$ cat src/dpbo_params.svh
// Purpose: constants for the phase build-out block
// Assumes: 250 MHz core clock
// Notes: times are kept in their own unit, cycles derived
`ifndef DPBO_PARAMS_SVH
`define DPBO_PARAMS_SVH

`define DPBO_CLK_MHZ 250
`define DPBO_CYC_MIN(ns) ((((ns) * `DPBO_CLK_MHZ) + 999) / 1000)

// register offsets and fields
`define DPBO_ADDR_PBO_CTRL 8'h48
`define DPBO_PBO_EN_BIT 2
`define DPBO_ADDR_AUTO_CTRL 8'h76
`define DPBO_AUTO_BIT 4
`define DPBO_ADDR_BW 8'h69
`define DPBO_ADDR_PHADJ_LO 8'h70
`define DPBO_ADDR_PHADJ_HI 8'h71
`define DPBO_ADDR_TRIM 8'h72
`define DPBO_ADDR_STATUS 8'h7A
`define DPBO_ADDR_UNSERV 8'h7B
`define DPBO_ADDR_FREEZE 8'h7D
`define DPBO_FREEZE_BIT 0

// reset values
`define DPBO_RST_PBO_EN 1'b1
`define DPBO_RST_BW_LOCK 4'h4
`define DPBO_RST_BW_ACQ 4'h7

// bandwidth: ten settings, codes 0..9
`define DPBO_BW_STEPS 10
`define DPBO_BW_MAX 4'h9

// phase units
`define DPBO_PHASE_LSB_PS 101
`define DPBO_TRIM_RANGE_PS 1400
`define DPBO_TRIM_LIMIT (`DPBO_TRIM_RANGE_PS / `DPBO_PHASE_LSB_PS)
`define DPBO_PHADJ_STEP_PS 6
`define DPBO_PHADJ_RANGE_PS 200000
`define DPBO_TRANSIENT_MAX_PS 5000

// timing
`define DPBO_GAP_NS 1000
`define DPBO_LONG_NS 10000
`define DPBO_LEAK_NS 100000
`define DPBO_BAD_NS 40000
`define DPBO_GOOD_NS 400000
`define DPBO_HOLD_NS 2000
`define DPBO_LOL_NS 40000
`define DPBO_REL_NS 400000
`define DPBO_BKT_MAX 4'h3

`endif

$ cat src/dpbo_pkg.sv
// Purpose: shared types of the phase build-out block
// Assumes: widths fixed at 16 bit counters
// Notes: constants live in dpbo_params.svh
package dpbo_pkg;

    typedef enum logic [3:0] {
        ST_LOCKED = 4'b0001,
        ST_HOLD = 4'b0010,
        ST_MEAS = 4'b0100,
        ST_INSERT = 4'b1000
    } dpbo_state_e;

    typedef struct packed {
        logic sync1;
        logic sync2;
        logic prev;
        logic [15:0] gap;
        logic [3:0] bkt;
        logic [15:0] leak;
        logic [15:0] bad;
        logic [15:0] good;
        logic ok;
    } dpbo_mon_s;

endpackage : dpbo_pkg

$ cat src/dpbo_phase_buildout.sv
// Purpose: reference switching with phase build-out and phase trims
// Assumes: phase_meas_in LSB equals one trim step, 0.101 ns
// Notes: the loop filter itself lies outside; this block steers it
`timescale 1ns/1ps
`default_nettype none
`include "dpbo_params.svh"

module dpbo_phase_buildout #(
    parameter int NREF = 4,
    parameter int PH_W = 16,
    parameter int MEAS_LOG2 = 4,
    parameter int LEAK_CYC = `DPBO_CYC_MIN(`DPBO_LEAK_NS),
    parameter int BAD_CYC = `DPBO_CYC_MIN(`DPBO_BAD_NS),
    parameter int GOOD_CYC = `DPBO_CYC_MIN(`DPBO_GOOD_NS),
    parameter int LOL_CYC = `DPBO_CYC_MIN(`DPBO_LOL_NS),
    parameter int REL_CYC = `DPBO_CYC_MIN(`DPBO_REL_NS)
) (
    input wire logic clock_in,
    input wire logic rstn_in,
    input wire logic [NREF-1:0] ref_clk_in,
    input wire logic [NREF-1:0] ref_freq_ok_in,
    input wire logic [NREF-1:0] ref_purity_ok_in,
    input wire logic lock_in,
    input wire logic [PH_W-1:0] phase_meas_in,
    input wire logic [7:0] reg_addr_in,
    input wire logic [7:0] reg_wdata_in,
    input wire logic reg_wr_in,
    input wire logic reg_rd_in,
    output logic [7:0] reg_rdata_out,
    output logic [1:0] sel_ref_out,
    output logic sel_valid_out,
    output logic holdover_out,
    output logic buildout_event_out,
    output logic [PH_W-1:0] buildout_offset_out,
    output logic [15:0] phase_adjust_out,
    output logic [3:0] bandwidth_sel_out,
    output logic [NREF-1:0] unserviceable_out
);

    localparam int GAP_CYC = `DPBO_CYC_MIN(`DPBO_GAP_NS);
    localparam int LONG_CYC = `DPBO_CYC_MIN(`DPBO_LONG_NS);
    localparam int HOLD_CYC = `DPBO_CYC_MIN(`DPBO_HOLD_NS);
    localparam int ACC_W = PH_W + MEAS_LOG2;

    typedef struct packed {
        dpbo_pkg::dpbo_state_e st;
        logic pbo_en;
        logic auto_pbo;
        logic freeze;
        logic [3:0] bw_lock;
        logic [3:0] bw_acq;
        logic [7:0] adj_lo;
        logic [7:0] adj_hi;
        logic [7:0] trim;
        logic [1:0] sel;
        logic sel_valid;
        logic evt;
        logic [PH_W-1:0] offset;
        logic [ACC_W-1:0] acc;
        logic [MEAS_LOG2:0] nsamp;
        logic [15:0] cnt;
        logic [15:0] lol_cnt;
        logic [NREF-1:0] block;
        logic [15:0] rel_cnt;
        logic [7:0] rdata;
        logic [15:0] adj_out;
        logic [3:0] bw_out;
    } dpbo_top_s;

    dpbo_top_s q_r;
    dpbo_top_s q_nxt;
    logic [NREF-1:0] mon_ok;
    logic [NREF-1:0] cand;
    logic [1:0] pick;
    logic pick_valid;
    logic cur_ok;
    logic freeze_eff;
    logic trigger;
    logic [7:0] trim_c;
    logic [3:0] bw_l;
    logic [3:0] bw_a;

    // one monitor per reference port
    for (genvar i = 0; i < NREF; i++) begin : g_mon
        dpbo_ref_monitor #(
            .GAP_CYC(GAP_CYC),
            .LONG_CYC(LONG_CYC),
            .LEAK_CYC(LEAK_CYC),
            .BAD_CYC(BAD_CYC),
            .GOOD_CYC(GOOD_CYC)
        ) u_mon (
            .clock_in(clock_in),
            .rstn_in(rstn_in),
            .ref_pin_in(ref_clk_in[i]),
            .quality_ok_in(ref_freq_ok_in[i] & ref_purity_ok_in[i]),
            .ok_out(mon_ok[i])
        );
    end

    always_comb begin
        q_nxt = q_r;
        q_nxt.evt = 1'b0;
        trigger = 1'b0;

        // register writes
        if (reg_wr_in) begin
            case (reg_addr_in)
                `DPBO_ADDR_PBO_CTRL: q_nxt.pbo_en = reg_wdata_in[`DPBO_PBO_EN_BIT];
                `DPBO_ADDR_AUTO_CTRL: q_nxt.auto_pbo = reg_wdata_in[`DPBO_AUTO_BIT];
                `DPBO_ADDR_FREEZE: q_nxt.freeze = reg_wdata_in[`DPBO_FREEZE_BIT];
                `DPBO_ADDR_BW: begin
                    q_nxt.bw_lock = reg_wdata_in[3:0];
                    q_nxt.bw_acq = reg_wdata_in[7:4];
                end
                `DPBO_ADDR_PHADJ_LO: q_nxt.adj_lo = reg_wdata_in;
                `DPBO_ADDR_PHADJ_HI: q_nxt.adj_hi = reg_wdata_in;
                `DPBO_ADDR_TRIM: q_nxt.trim = reg_wdata_in;
                default: q_nxt.rdata = q_r.rdata;
            endcase
        end

        // freeze only counts while build-out is enabled
        freeze_eff = q_nxt.freeze & q_nxt.pbo_en;

        // priority: lowest index wins among serviceable references
        cand = mon_ok & ~q_r.block;
        pick = 2'h0;
        pick_valid = 1'b0;
        for (int i = NREF - 1; i >= 0; i--) begin
            if (cand[i]) begin
                pick = 2'(i);
                pick_valid = 1'b1;
            end
        end
        cur_ok = q_r.sel_valid && cand[q_r.sel];

        // persistent loss of lock rejects the selected source
        if (q_r.st == dpbo_pkg::ST_LOCKED && q_r.sel_valid && !lock_in) begin
            if (q_r.lol_cnt >= 16'(LOL_CYC - 1)) begin
                q_nxt.block[q_r.sel] = 1'b1;
                q_nxt.lol_cnt = 16'h0000;
            end else begin
                q_nxt.lol_cnt = q_r.lol_cnt + 16'h0001;
            end
        end else begin
            q_nxt.lol_cnt = 16'h0000;
        end
        // blocked sources get a retry after a long quiet spell
        if (|q_r.block) begin
            if (q_r.rel_cnt >= 16'(REL_CYC - 1)) begin
                // a block raised in this same cycle survives the release
                q_nxt.block = q_nxt.block & ~q_r.block;
                q_nxt.rel_cnt = 16'h0000;
            end else begin
                q_nxt.rel_cnt = q_r.rel_cnt + 16'h0001;
            end
        end

        // reselection on loss of the selected reference
        if (!cur_ok) begin
            q_nxt.sel_valid = pick_valid;
            if (pick_valid) begin
                q_nxt.sel = pick;
                if (q_r.sel_valid && q_nxt.pbo_en && !freeze_eff) begin
                    trigger = 1'b1;
                end
            end
        end

        // turning build-out on while locked measures afresh
        if (q_nxt.pbo_en && !q_r.pbo_en && lock_in && q_r.st == dpbo_pkg::ST_LOCKED && q_nxt.sel_valid) begin
            trigger = 1'b1;
        end

        case (q_r.st)
            dpbo_pkg::ST_LOCKED: begin
                q_nxt.cnt = 16'h0000;
            end
            dpbo_pkg::ST_HOLD: begin
                // output free-runs while the new reference settles
                if (q_r.cnt >= 16'(HOLD_CYC - 1)) begin
                    q_nxt.st = dpbo_pkg::ST_MEAS;
                    q_nxt.acc = '0;
                    q_nxt.nsamp = '0;
                end else begin
                    q_nxt.cnt = q_r.cnt + 16'h0001;
                end
            end
            dpbo_pkg::ST_MEAS: begin
                // averaging 2^k samples keeps detector noise out of the offset
                q_nxt.acc = q_r.acc + {{MEAS_LOG2{phase_meas_in[PH_W-1]}}, phase_meas_in};
                q_nxt.nsamp = q_r.nsamp + 1'b1;
                if (q_r.nsamp == (MEAS_LOG2 + 1)'((1 << MEAS_LOG2) - 1)) begin
                    q_nxt.st = dpbo_pkg::ST_INSERT;
                end
            end
            dpbo_pkg::ST_INSERT: begin
                q_nxt.offset = q_r.acc[ACC_W-1:MEAS_LOG2] + {{(PH_W - 8){trim_c[7]}}, trim_c};
                q_nxt.st = dpbo_pkg::ST_LOCKED;
            end
            default: begin
                q_nxt.st = dpbo_pkg::ST_LOCKED;
            end
        endcase

        if (trigger) begin
            q_nxt.evt = 1'b1;
            q_nxt.st = dpbo_pkg::ST_HOLD;
            q_nxt.cnt = 16'h0000;
        end

        // disabled: drop the offset, the loop then slews back at its bandwidth
        if (!q_nxt.pbo_en) begin
            q_nxt.offset = '0;
            q_nxt.st = dpbo_pkg::ST_LOCKED;
        end

        // feedback phase shift applies only with build-out fully off
        if (!q_nxt.pbo_en && !q_nxt.auto_pbo) begin
            q_nxt.adj_out = {q_nxt.adj_hi, q_nxt.adj_lo};
        end else begin
            q_nxt.adj_out = 16'h0000;
        end

        // lock indication chooses the bandwidth set
        q_nxt.bw_out = lock_in ? bw_l : bw_a;

        if (reg_rd_in) begin
            case (reg_addr_in)
                `DPBO_ADDR_PBO_CTRL: q_nxt.rdata = 8'(q_r.pbo_en) << `DPBO_PBO_EN_BIT;
                `DPBO_ADDR_AUTO_CTRL: q_nxt.rdata = 8'(q_r.auto_pbo) << `DPBO_AUTO_BIT;
                `DPBO_ADDR_FREEZE: q_nxt.rdata = 8'(q_r.freeze) << `DPBO_FREEZE_BIT;
                `DPBO_ADDR_BW: q_nxt.rdata = {q_r.bw_acq, q_r.bw_lock};
                `DPBO_ADDR_PHADJ_LO: q_nxt.rdata = q_r.adj_lo;
                `DPBO_ADDR_PHADJ_HI: q_nxt.rdata = q_r.adj_hi;
                `DPBO_ADDR_TRIM: q_nxt.rdata = q_r.trim;
                `DPBO_ADDR_STATUS: q_nxt.rdata = {q_r.st, q_r.sel_valid, q_r.sel, lock_in};
                `DPBO_ADDR_UNSERV: q_nxt.rdata = 8'(unserviceable_out);
                default: q_nxt.rdata = 8'h00;
            endcase
        end
    end

    // trim limited to the documented window, in whole steps
    always_comb begin
        if ($signed(q_r.trim) > `DPBO_TRIM_LIMIT) begin
            trim_c = 8'(`DPBO_TRIM_LIMIT);
        end else if ($signed(q_r.trim) < -`DPBO_TRIM_LIMIT) begin
            trim_c = 8'(-`DPBO_TRIM_LIMIT);
        end else begin
            trim_c = q_r.trim;
        end
    end

    // codes above the last setting fall back to the narrowest-to-widest top
    always_comb begin
        bw_l = (q_r.bw_lock > `DPBO_BW_MAX) ? `DPBO_BW_MAX : q_r.bw_lock;
        bw_a = (q_r.bw_acq > `DPBO_BW_MAX) ? `DPBO_BW_MAX : q_r.bw_acq;
    end

    always_ff @(posedge clock_in) begin
        if (!rstn_in) begin
            q_r <= '0;
            q_r.st <= dpbo_pkg::ST_LOCKED;
            q_r.pbo_en <= `DPBO_RST_PBO_EN;
            q_r.bw_lock <= `DPBO_RST_BW_LOCK;
            q_r.bw_acq <= `DPBO_RST_BW_ACQ;
            q_r.bw_out <= `DPBO_RST_BW_ACQ;
        end else begin
            q_r <= q_nxt;
        end
    end

    assign reg_rdata_out = q_r.rdata;
    assign sel_ref_out = q_r.sel;
    assign sel_valid_out = q_r.sel_valid;
    assign holdover_out = (q_r.st != dpbo_pkg::ST_LOCKED) | ~q_r.sel_valid;
    assign buildout_event_out = q_r.evt;
    assign buildout_offset_out = q_r.offset;
    assign phase_adjust_out = q_r.adj_out;
    assign bandwidth_sel_out = q_r.bw_out;
    assign unserviceable_out = ~mon_ok | q_r.block;

endmodule : dpbo_phase_buildout

`default_nettype wire

$ cat src/dpbo_ref_monitor.sv
// Purpose: activity and quality watch of one reference input
// Assumes: quality_ok_in comes from logic on clock_in
// Notes: reference stays unserviceable until requalified
`timescale 1ns/1ps
`default_nettype none
`include "dpbo_params.svh"

module dpbo_ref_monitor #(
    parameter int GAP_CYC = 250,
    parameter int LONG_CYC = 2500,
    parameter int LEAK_CYC = 25000,
    parameter int BAD_CYC = 10000,
    parameter int GOOD_CYC = 100000
) (
    input wire logic clock_in,
    input wire logic rstn_in,
    input wire logic ref_pin_in,
    input wire logic quality_ok_in,
    output logic ok_out
);

    dpbo_pkg::dpbo_mon_s q_r;
    dpbo_pkg::dpbo_mon_s q_nxt;
    logic edge_seen;
    logic fault;

    always_comb begin
        q_nxt = q_r;
        q_nxt.sync1 = ref_pin_in;
        q_nxt.sync2 = q_r.sync1;
        q_nxt.prev = q_r.sync2;
        edge_seen = q_r.sync2 & ~q_r.prev;
        // activity: gap since last rising edge
        if (edge_seen) begin
            q_nxt.gap = 16'h0000;
        end else if (q_r.gap != 16'hFFFF) begin
            q_nxt.gap = q_r.gap + 16'h0001;
        end
        // short interruptions fill a leaky bucket, two are tolerated, a third before it leaks rejects
        if (q_r.gap == 16'(GAP_CYC) && !edge_seen && q_r.bkt != 4'hF) begin
            q_nxt.bkt = q_r.bkt + 4'h1;
        end
        if (q_r.leak >= 16'(LEAK_CYC - 1)) begin
            q_nxt.leak = 16'h0000;
            if (q_nxt.bkt != 4'h0) begin
                q_nxt.bkt = q_nxt.bkt - 4'h1;
            end
        end else begin
            q_nxt.leak = q_r.leak + 16'h0001;
        end
        // frequency or purity fault must persist before rejection
        if (quality_ok_in) begin
            q_nxt.bad = 16'h0000;
        end else if (q_r.bad != 16'hFFFF) begin
            q_nxt.bad = q_r.bad + 16'h0001;
        end
        fault = (q_r.gap >= 16'(LONG_CYC)) || (q_r.bkt >= `DPBO_BKT_MAX)
            || (q_r.bad >= 16'(BAD_CYC));
        if (fault) begin
            q_nxt.ok = 1'b0;
            q_nxt.good = 16'h0000;
        end else if (!q_r.ok) begin
            if (q_r.gap >= 16'(GAP_CYC)) begin
                q_nxt.good = 16'h0000;
            end else if (q_r.good >= 16'(GOOD_CYC - 1)) begin
                q_nxt.ok = 1'b1;
            end else begin
                q_nxt.good = q_r.good + 16'h0001;
            end
        end
    end

    always_ff @(posedge clock_in) begin
        if (!rstn_in) begin
            q_r <= '0;
        end else begin
            q_r <= q_nxt;
        end
    end

    assign ok_out = q_r.ok;

endmodule : dpbo_ref_monitor

`default_nettype wire

$ cat config.mk
export PLATFORM = sky130hd
export DESIGN_NAME = dpbo_phase_buildout
export DESIGN_NICKNAME = d
export VERILOG_FILES = /design/src/dpbo_pkg.sv /design/src/dpbo_phase_buildout.sv /design/src/dpbo_ref_monitor.sv
export VERILOG_INCLUDE_DIRS = /design/src /design/src/src
export SDC_FILE = /design/constraint.sdc
export NUM_CORES = 1
export LEC_CHECK = 0
export ABC_AREA = 1
export BUFFER_PORTS_ARGS = -buffer_cell sky130_fd_sc_hd__buf_2
export CORE_MARGIN = 5
export CORE_UTILIZATION = 45
export CTS_CLUSTER_DIAMETER = 30
export DETAILED_ROUTE_END_ITERATION = 8
export GPL_TIMING_DRIVEN = 0
export SETUP_SLACK_MARGIN = 0.2
export SLEW_MARGIN = 15
export SYNTH_ARGS = -nofsm -noshare
export SYNTH_HDL_FRONTEND = slang
export SYNTH_SLANG_ARGS = --single-unit
$ cat constraint.sdc
create_clock -name clock_in -period 3.6 [get_ports clock_in]
set_clock_uncertainty 0.15 [all_clocks]
set_input_delay 0.18 -clock clock_in [delete_from_list [all_inputs] [get_ports clock_in]]
set_output_delay 0.18 -clock clock_in [all_outputs]
set_load 0.02 [all_outputs]
==> parameters.txt <==
Parameter                              Value

Status
  Result of the run    completed

Min path
  Min-Delay Path Depth    4
  Worst min-delay path class    input pin to register

Detailed routing
  Starting DRC count in detailed routing    between 1k and 1.5k
  Antenna Violating Nets Remaining    0
  Via density per instance    roughly 5.1
  DRC violations left    0
  Vias    roughly 23k
  Total wire length    slightly below 60 mm
  WL per Instance    between 10 and 15 µm
  Number of iterations in the first detailed-routing pass    6

Worst setup path
  Sort of element at the end of the critical path    register
  Worst Path Arrival    approximately 3.5 ns
  Worst setup path category    register to register
  Slowest stage cell on the critical path    sky130_fd_sc_hd__fa_1
  List of cells traversed by the critical path    inv_1 -> nor4_1 -> nand2_1 -> ha_1 -> inv_1 -> nand3_1 -> ha_1 -> fa_1 -> nand3_1 -> and2_1 -> o21ai_0 -> nand3_1 -> a21oi_1 -> nor3b_1 -> nor2_1
  Combined buffer and inverter count along the critical path    2
  Delay contributed by the slowest stage of the critical path    ~0.45 ns
  Most frequent cell on the critical path    sky130_fd_sc_hd__nand3_1
  Crit start category    register
  Worst Reg-to-Reg Cells    15
  Critical-path maximum fanout    5
  Dominant delay contributor by cell family on the critical path    simple AND/OR/NAND/NOR gates
  Worst Path Required    3.96 ns
  Levels on crit path    15

Power
  Relative contribution of sequential cells to total power    0.322
  Ratio of total power to cell area    566 mW/mm²
  Power share of the clock group    0.606
  Share of total power consumed by net switching    0.234
  Worst voltage drop across the vdd grid    roughly 450 µV
  Sw Pwr    between 0.003 and 0.004 W
  Leak pwr    ~13 nW
  Combinational group share of total power    0.072
  Cell-internal power    between 0.01 and 0.015 W

Finish
  Commonest non-fill, non-tap cell in the layout    sky130_fd_sc_hd__nand2_1
  Final standard cell utilization of the core    0.565
  Fin nets    about 3.8k
  # diodes    0
  Top library cells by usage in the layout, fill and taps aside    sky130_fd_sc_hd__nand2_1, sky130_fd_sc_hd__inv_1, sky130_fd_sc_hd__dfxtp_1
  Proportion of layout cells with a drive suffix above 1    0.113
  Area overhead of the layout relative to synthesis    23.9%
  Post-route insts no fill    approximately 4.5k

Clocking
  Deepest level of the CTS H-tree    3
  Num Clock Sinks    between 400 and 500
  Clock Tree Root    sky130_fd_sc_hd__clkbuf_16
  Post-CTS setup buffers    0
  Maximum root-to-sink buffer count    3
  Clock latency reported for the late side of the worst-skew pair    about 0.63 ns
  TritonCTS clock tree    yes
  Number of buffers inserted during clock tree synthesis    106
  Worst-path clk slew    ~0.050 ns

Place
  Number of cells in the design after placement    about 4.2k
  Pre-CTS WS    0.391 ns
  Total of buffers placed on input and output ports    100
  Hpwl dp    around 43 mm
  Final weighted congestion in routability-driven placement    between 0.9 and 1

STA
  Maximum clock frequency    318 MHz
  Fin crit share    0.872
  Clock period minus final worst setup slack    3.14 ns
  Final critical-path setup slack    between 0.4 and 0.5 ns
  Slew of the pin with the lowest slew margin    approximately 1.1 ns
  Final setup violation count    0
  Unrepaired setup endpoints after global routing    false
  Count of endpoints failing hold in the final timing report    0
  Setup Total Neg Slack    0 ns
  Worst slew margin relative to its limit    0.283
  Worst Hold Margin    0.0452 ns
  Final count of pins violating max slew    0

Synthesis
  Most common flop cell mapped by yosys    sky130_fd_sc_hd__dfxtp_1
  Share of flip-flops with an asynchronous set or reset    0
  Average cell area after synthesis    slightly below 7 µm²
  Total number of yosys warnings    0
  Total of flip-flops plus latches after synthesis    between 400 and 500
  Top cell type's share of synthesized area    0.384
  Top cell type by total area after synthesis    sky130_fd_sc_hd__dfxtp_1
  Top cells by area in the synthesized netlist    sky130_fd_sc_hd__dfxtp_1, sky130_fd_sc_hd__nand2_1, sky130_fd_sc_hd__inv_1
  Post-synthesis cell type count    slightly below 60
  EDFF count, synth    0
  Sequential share of the synthesized area    0.384
  Cell count after synthesis    about 3.4k
  Synthesized cell area    roughly 0.024 mm²

GRT
  Number of antenna violations at the first check in global routing    0
  Total global routing track utilization    0.200
  Layer with the highest usage after global routing    met2
  Met2 Use GR    0.333
  First-pass GRT wire length    97.7 mm
  GR met3 Demand/Resource    0.0399
  Number of global-route vias before repair    ~21k
  Met1 Resource Use GR    0.255
  Maximum number of pins on one net before global-route repair    15
  Total grt overflow    0

Job
  Number of maximum-capacitance violations    0

Floorplan
  Effective utilization at floorplan    0.456
  Die width    between 200 and 250 µm
  Num ports    ~100
  Die Span Y    239 µm
  Number of standard-cell rows in the floorplan    a little over 80
  Standard cell core area    between 0.05 and 0.06 mm²
  Area enclosed by the die boundary    0.0570 mm²
final cells by class:
| class | instances | area [µm²] |
|---|---|---|
| well taps | 680 | 851 |
| repair buffers | 144 | 941 |
| multi-input cells | 2350 | 11900 |
| flip-flops and latches | 452 | 9050 |
| fillers | 4746 | 22400 |
| inverters | 542 | 2030 |
| clock buffers | 134 | 2950 |
| clock inverters | 62 | 856 |
| plain buffers | 90 | 553 |
kinds of logic after synthesis:
logic type      share of synthesized area
fa+ha+maj                          0.0405
xor+xnor                           0.0305
compound gates                      0.134
other cells                      0.000159
simple gates                        0.299
mux                               0.00213
buf+inv                             0.110
flops                               0.384
worst paths after layout:
kind | to | slack (ns) | from
worst min register to register | g_mon[3].u_mon.q_nxt[69] | 0.26 | g_mon[3].u_mon.q_nxt[70]
worst min-delay path | g_mon[3].u_mon.q_r[30] | 0.05 | ref_purity_ok_in[3]
worst max register to register | buildout_offset_out[8] | 0.46 | q_r[132]
worst max-delay path | buildout_offset_out[8] | 0.46 | q_r[132]
through the flow:
step	total power (W)	area, µm²
after floorplan	0.00624	23600
after global placement	0.00651	24900
after detailed placement	0.00655	24900
after CTS	0.0167	29200
after global routing	0.0172	29200
final	0.0165	29200
metal layers:
| layer | wire, µm | share of wire |
|---|---|---|
| met2 | 27000 | 0.46 |
| met3 | 2920 | 0.050 |
| met4 | 2130 | 0.036 |
| met5 | 0 | 0 |
| met1 | 26600 | 0.45 |
power groups by stage:
| stage | Sequential (W) | Combinational, W | Clock, W |
|---|---|---|---|
| final | 0.00531 | 0.00119 | 0.0100 |
| after floorplan | 0.00536 | 0.000878 | 0 |
| after CTS | 0.00531 | 0.00120 | 0.0102 |
| after global placement | 0.00539 | 0.00112 | 0 |
| after detailed placement | 0.00540 | 0.00115 | 0 |
| after global routing | 0.00532 | 0.00139 | 0.0105 |
Yosys cell counts, drive strengths merged (2+ instances only):
cell type and number:
nor4 18, clkinv 4, clkbuf 24, nand3b 10, nand2 668, nand4 99, nor3 85, o21bai 9
a21o 4, xnor2 18, o22ai 13, buf 66, a31oi 40, o31ai 10, a21oi 257, o311ai 3
a311oi 3, nand3 227, and3 5, or2 25, o21ai 198, fa 2, nor3b 17, nor2 449
and2 3, o2111ai 2, o21a 9, o211ai 11, mux2i 5, dfxtp 452, a211oi 6, inv 538
a31o 4, a21boi 2, ha 73, xor2 64
timing repair:
item                       4_1_cts  5_1_grt
hold buffers                    44        0
resized for setup                0        3
setup endpoints to repair        0        7
hold endpoints to repair       123        0
state kept, by name, indices dropped and copies added (netlist names):
register,flops
buildout_event_out,1
reg_rdata_out,8
phase_adjust_out,16
q_r,116
bandwidth_sel_out,4
g_mon.u_mon.ok_out,4
buildout_offset_out,16
g_mon.u_mon.q_r,276
sel_valid_out,1
sel_ref_out,2
g_mon.u_mon.q_nxt,8
tightest hold or removal path, cell delays in order:
cell and delay [ns]:
sky130_fd_sc_hd__buf_2 0.07, sky130_fd_sc_hd__a21oi_1 0.30, sky130_fd_sc_hd__o21ai_0 0.16, sky130_fd_sc_hd__inv_1 0.05
Note: power is estimated with default switching activity, not from simulation.
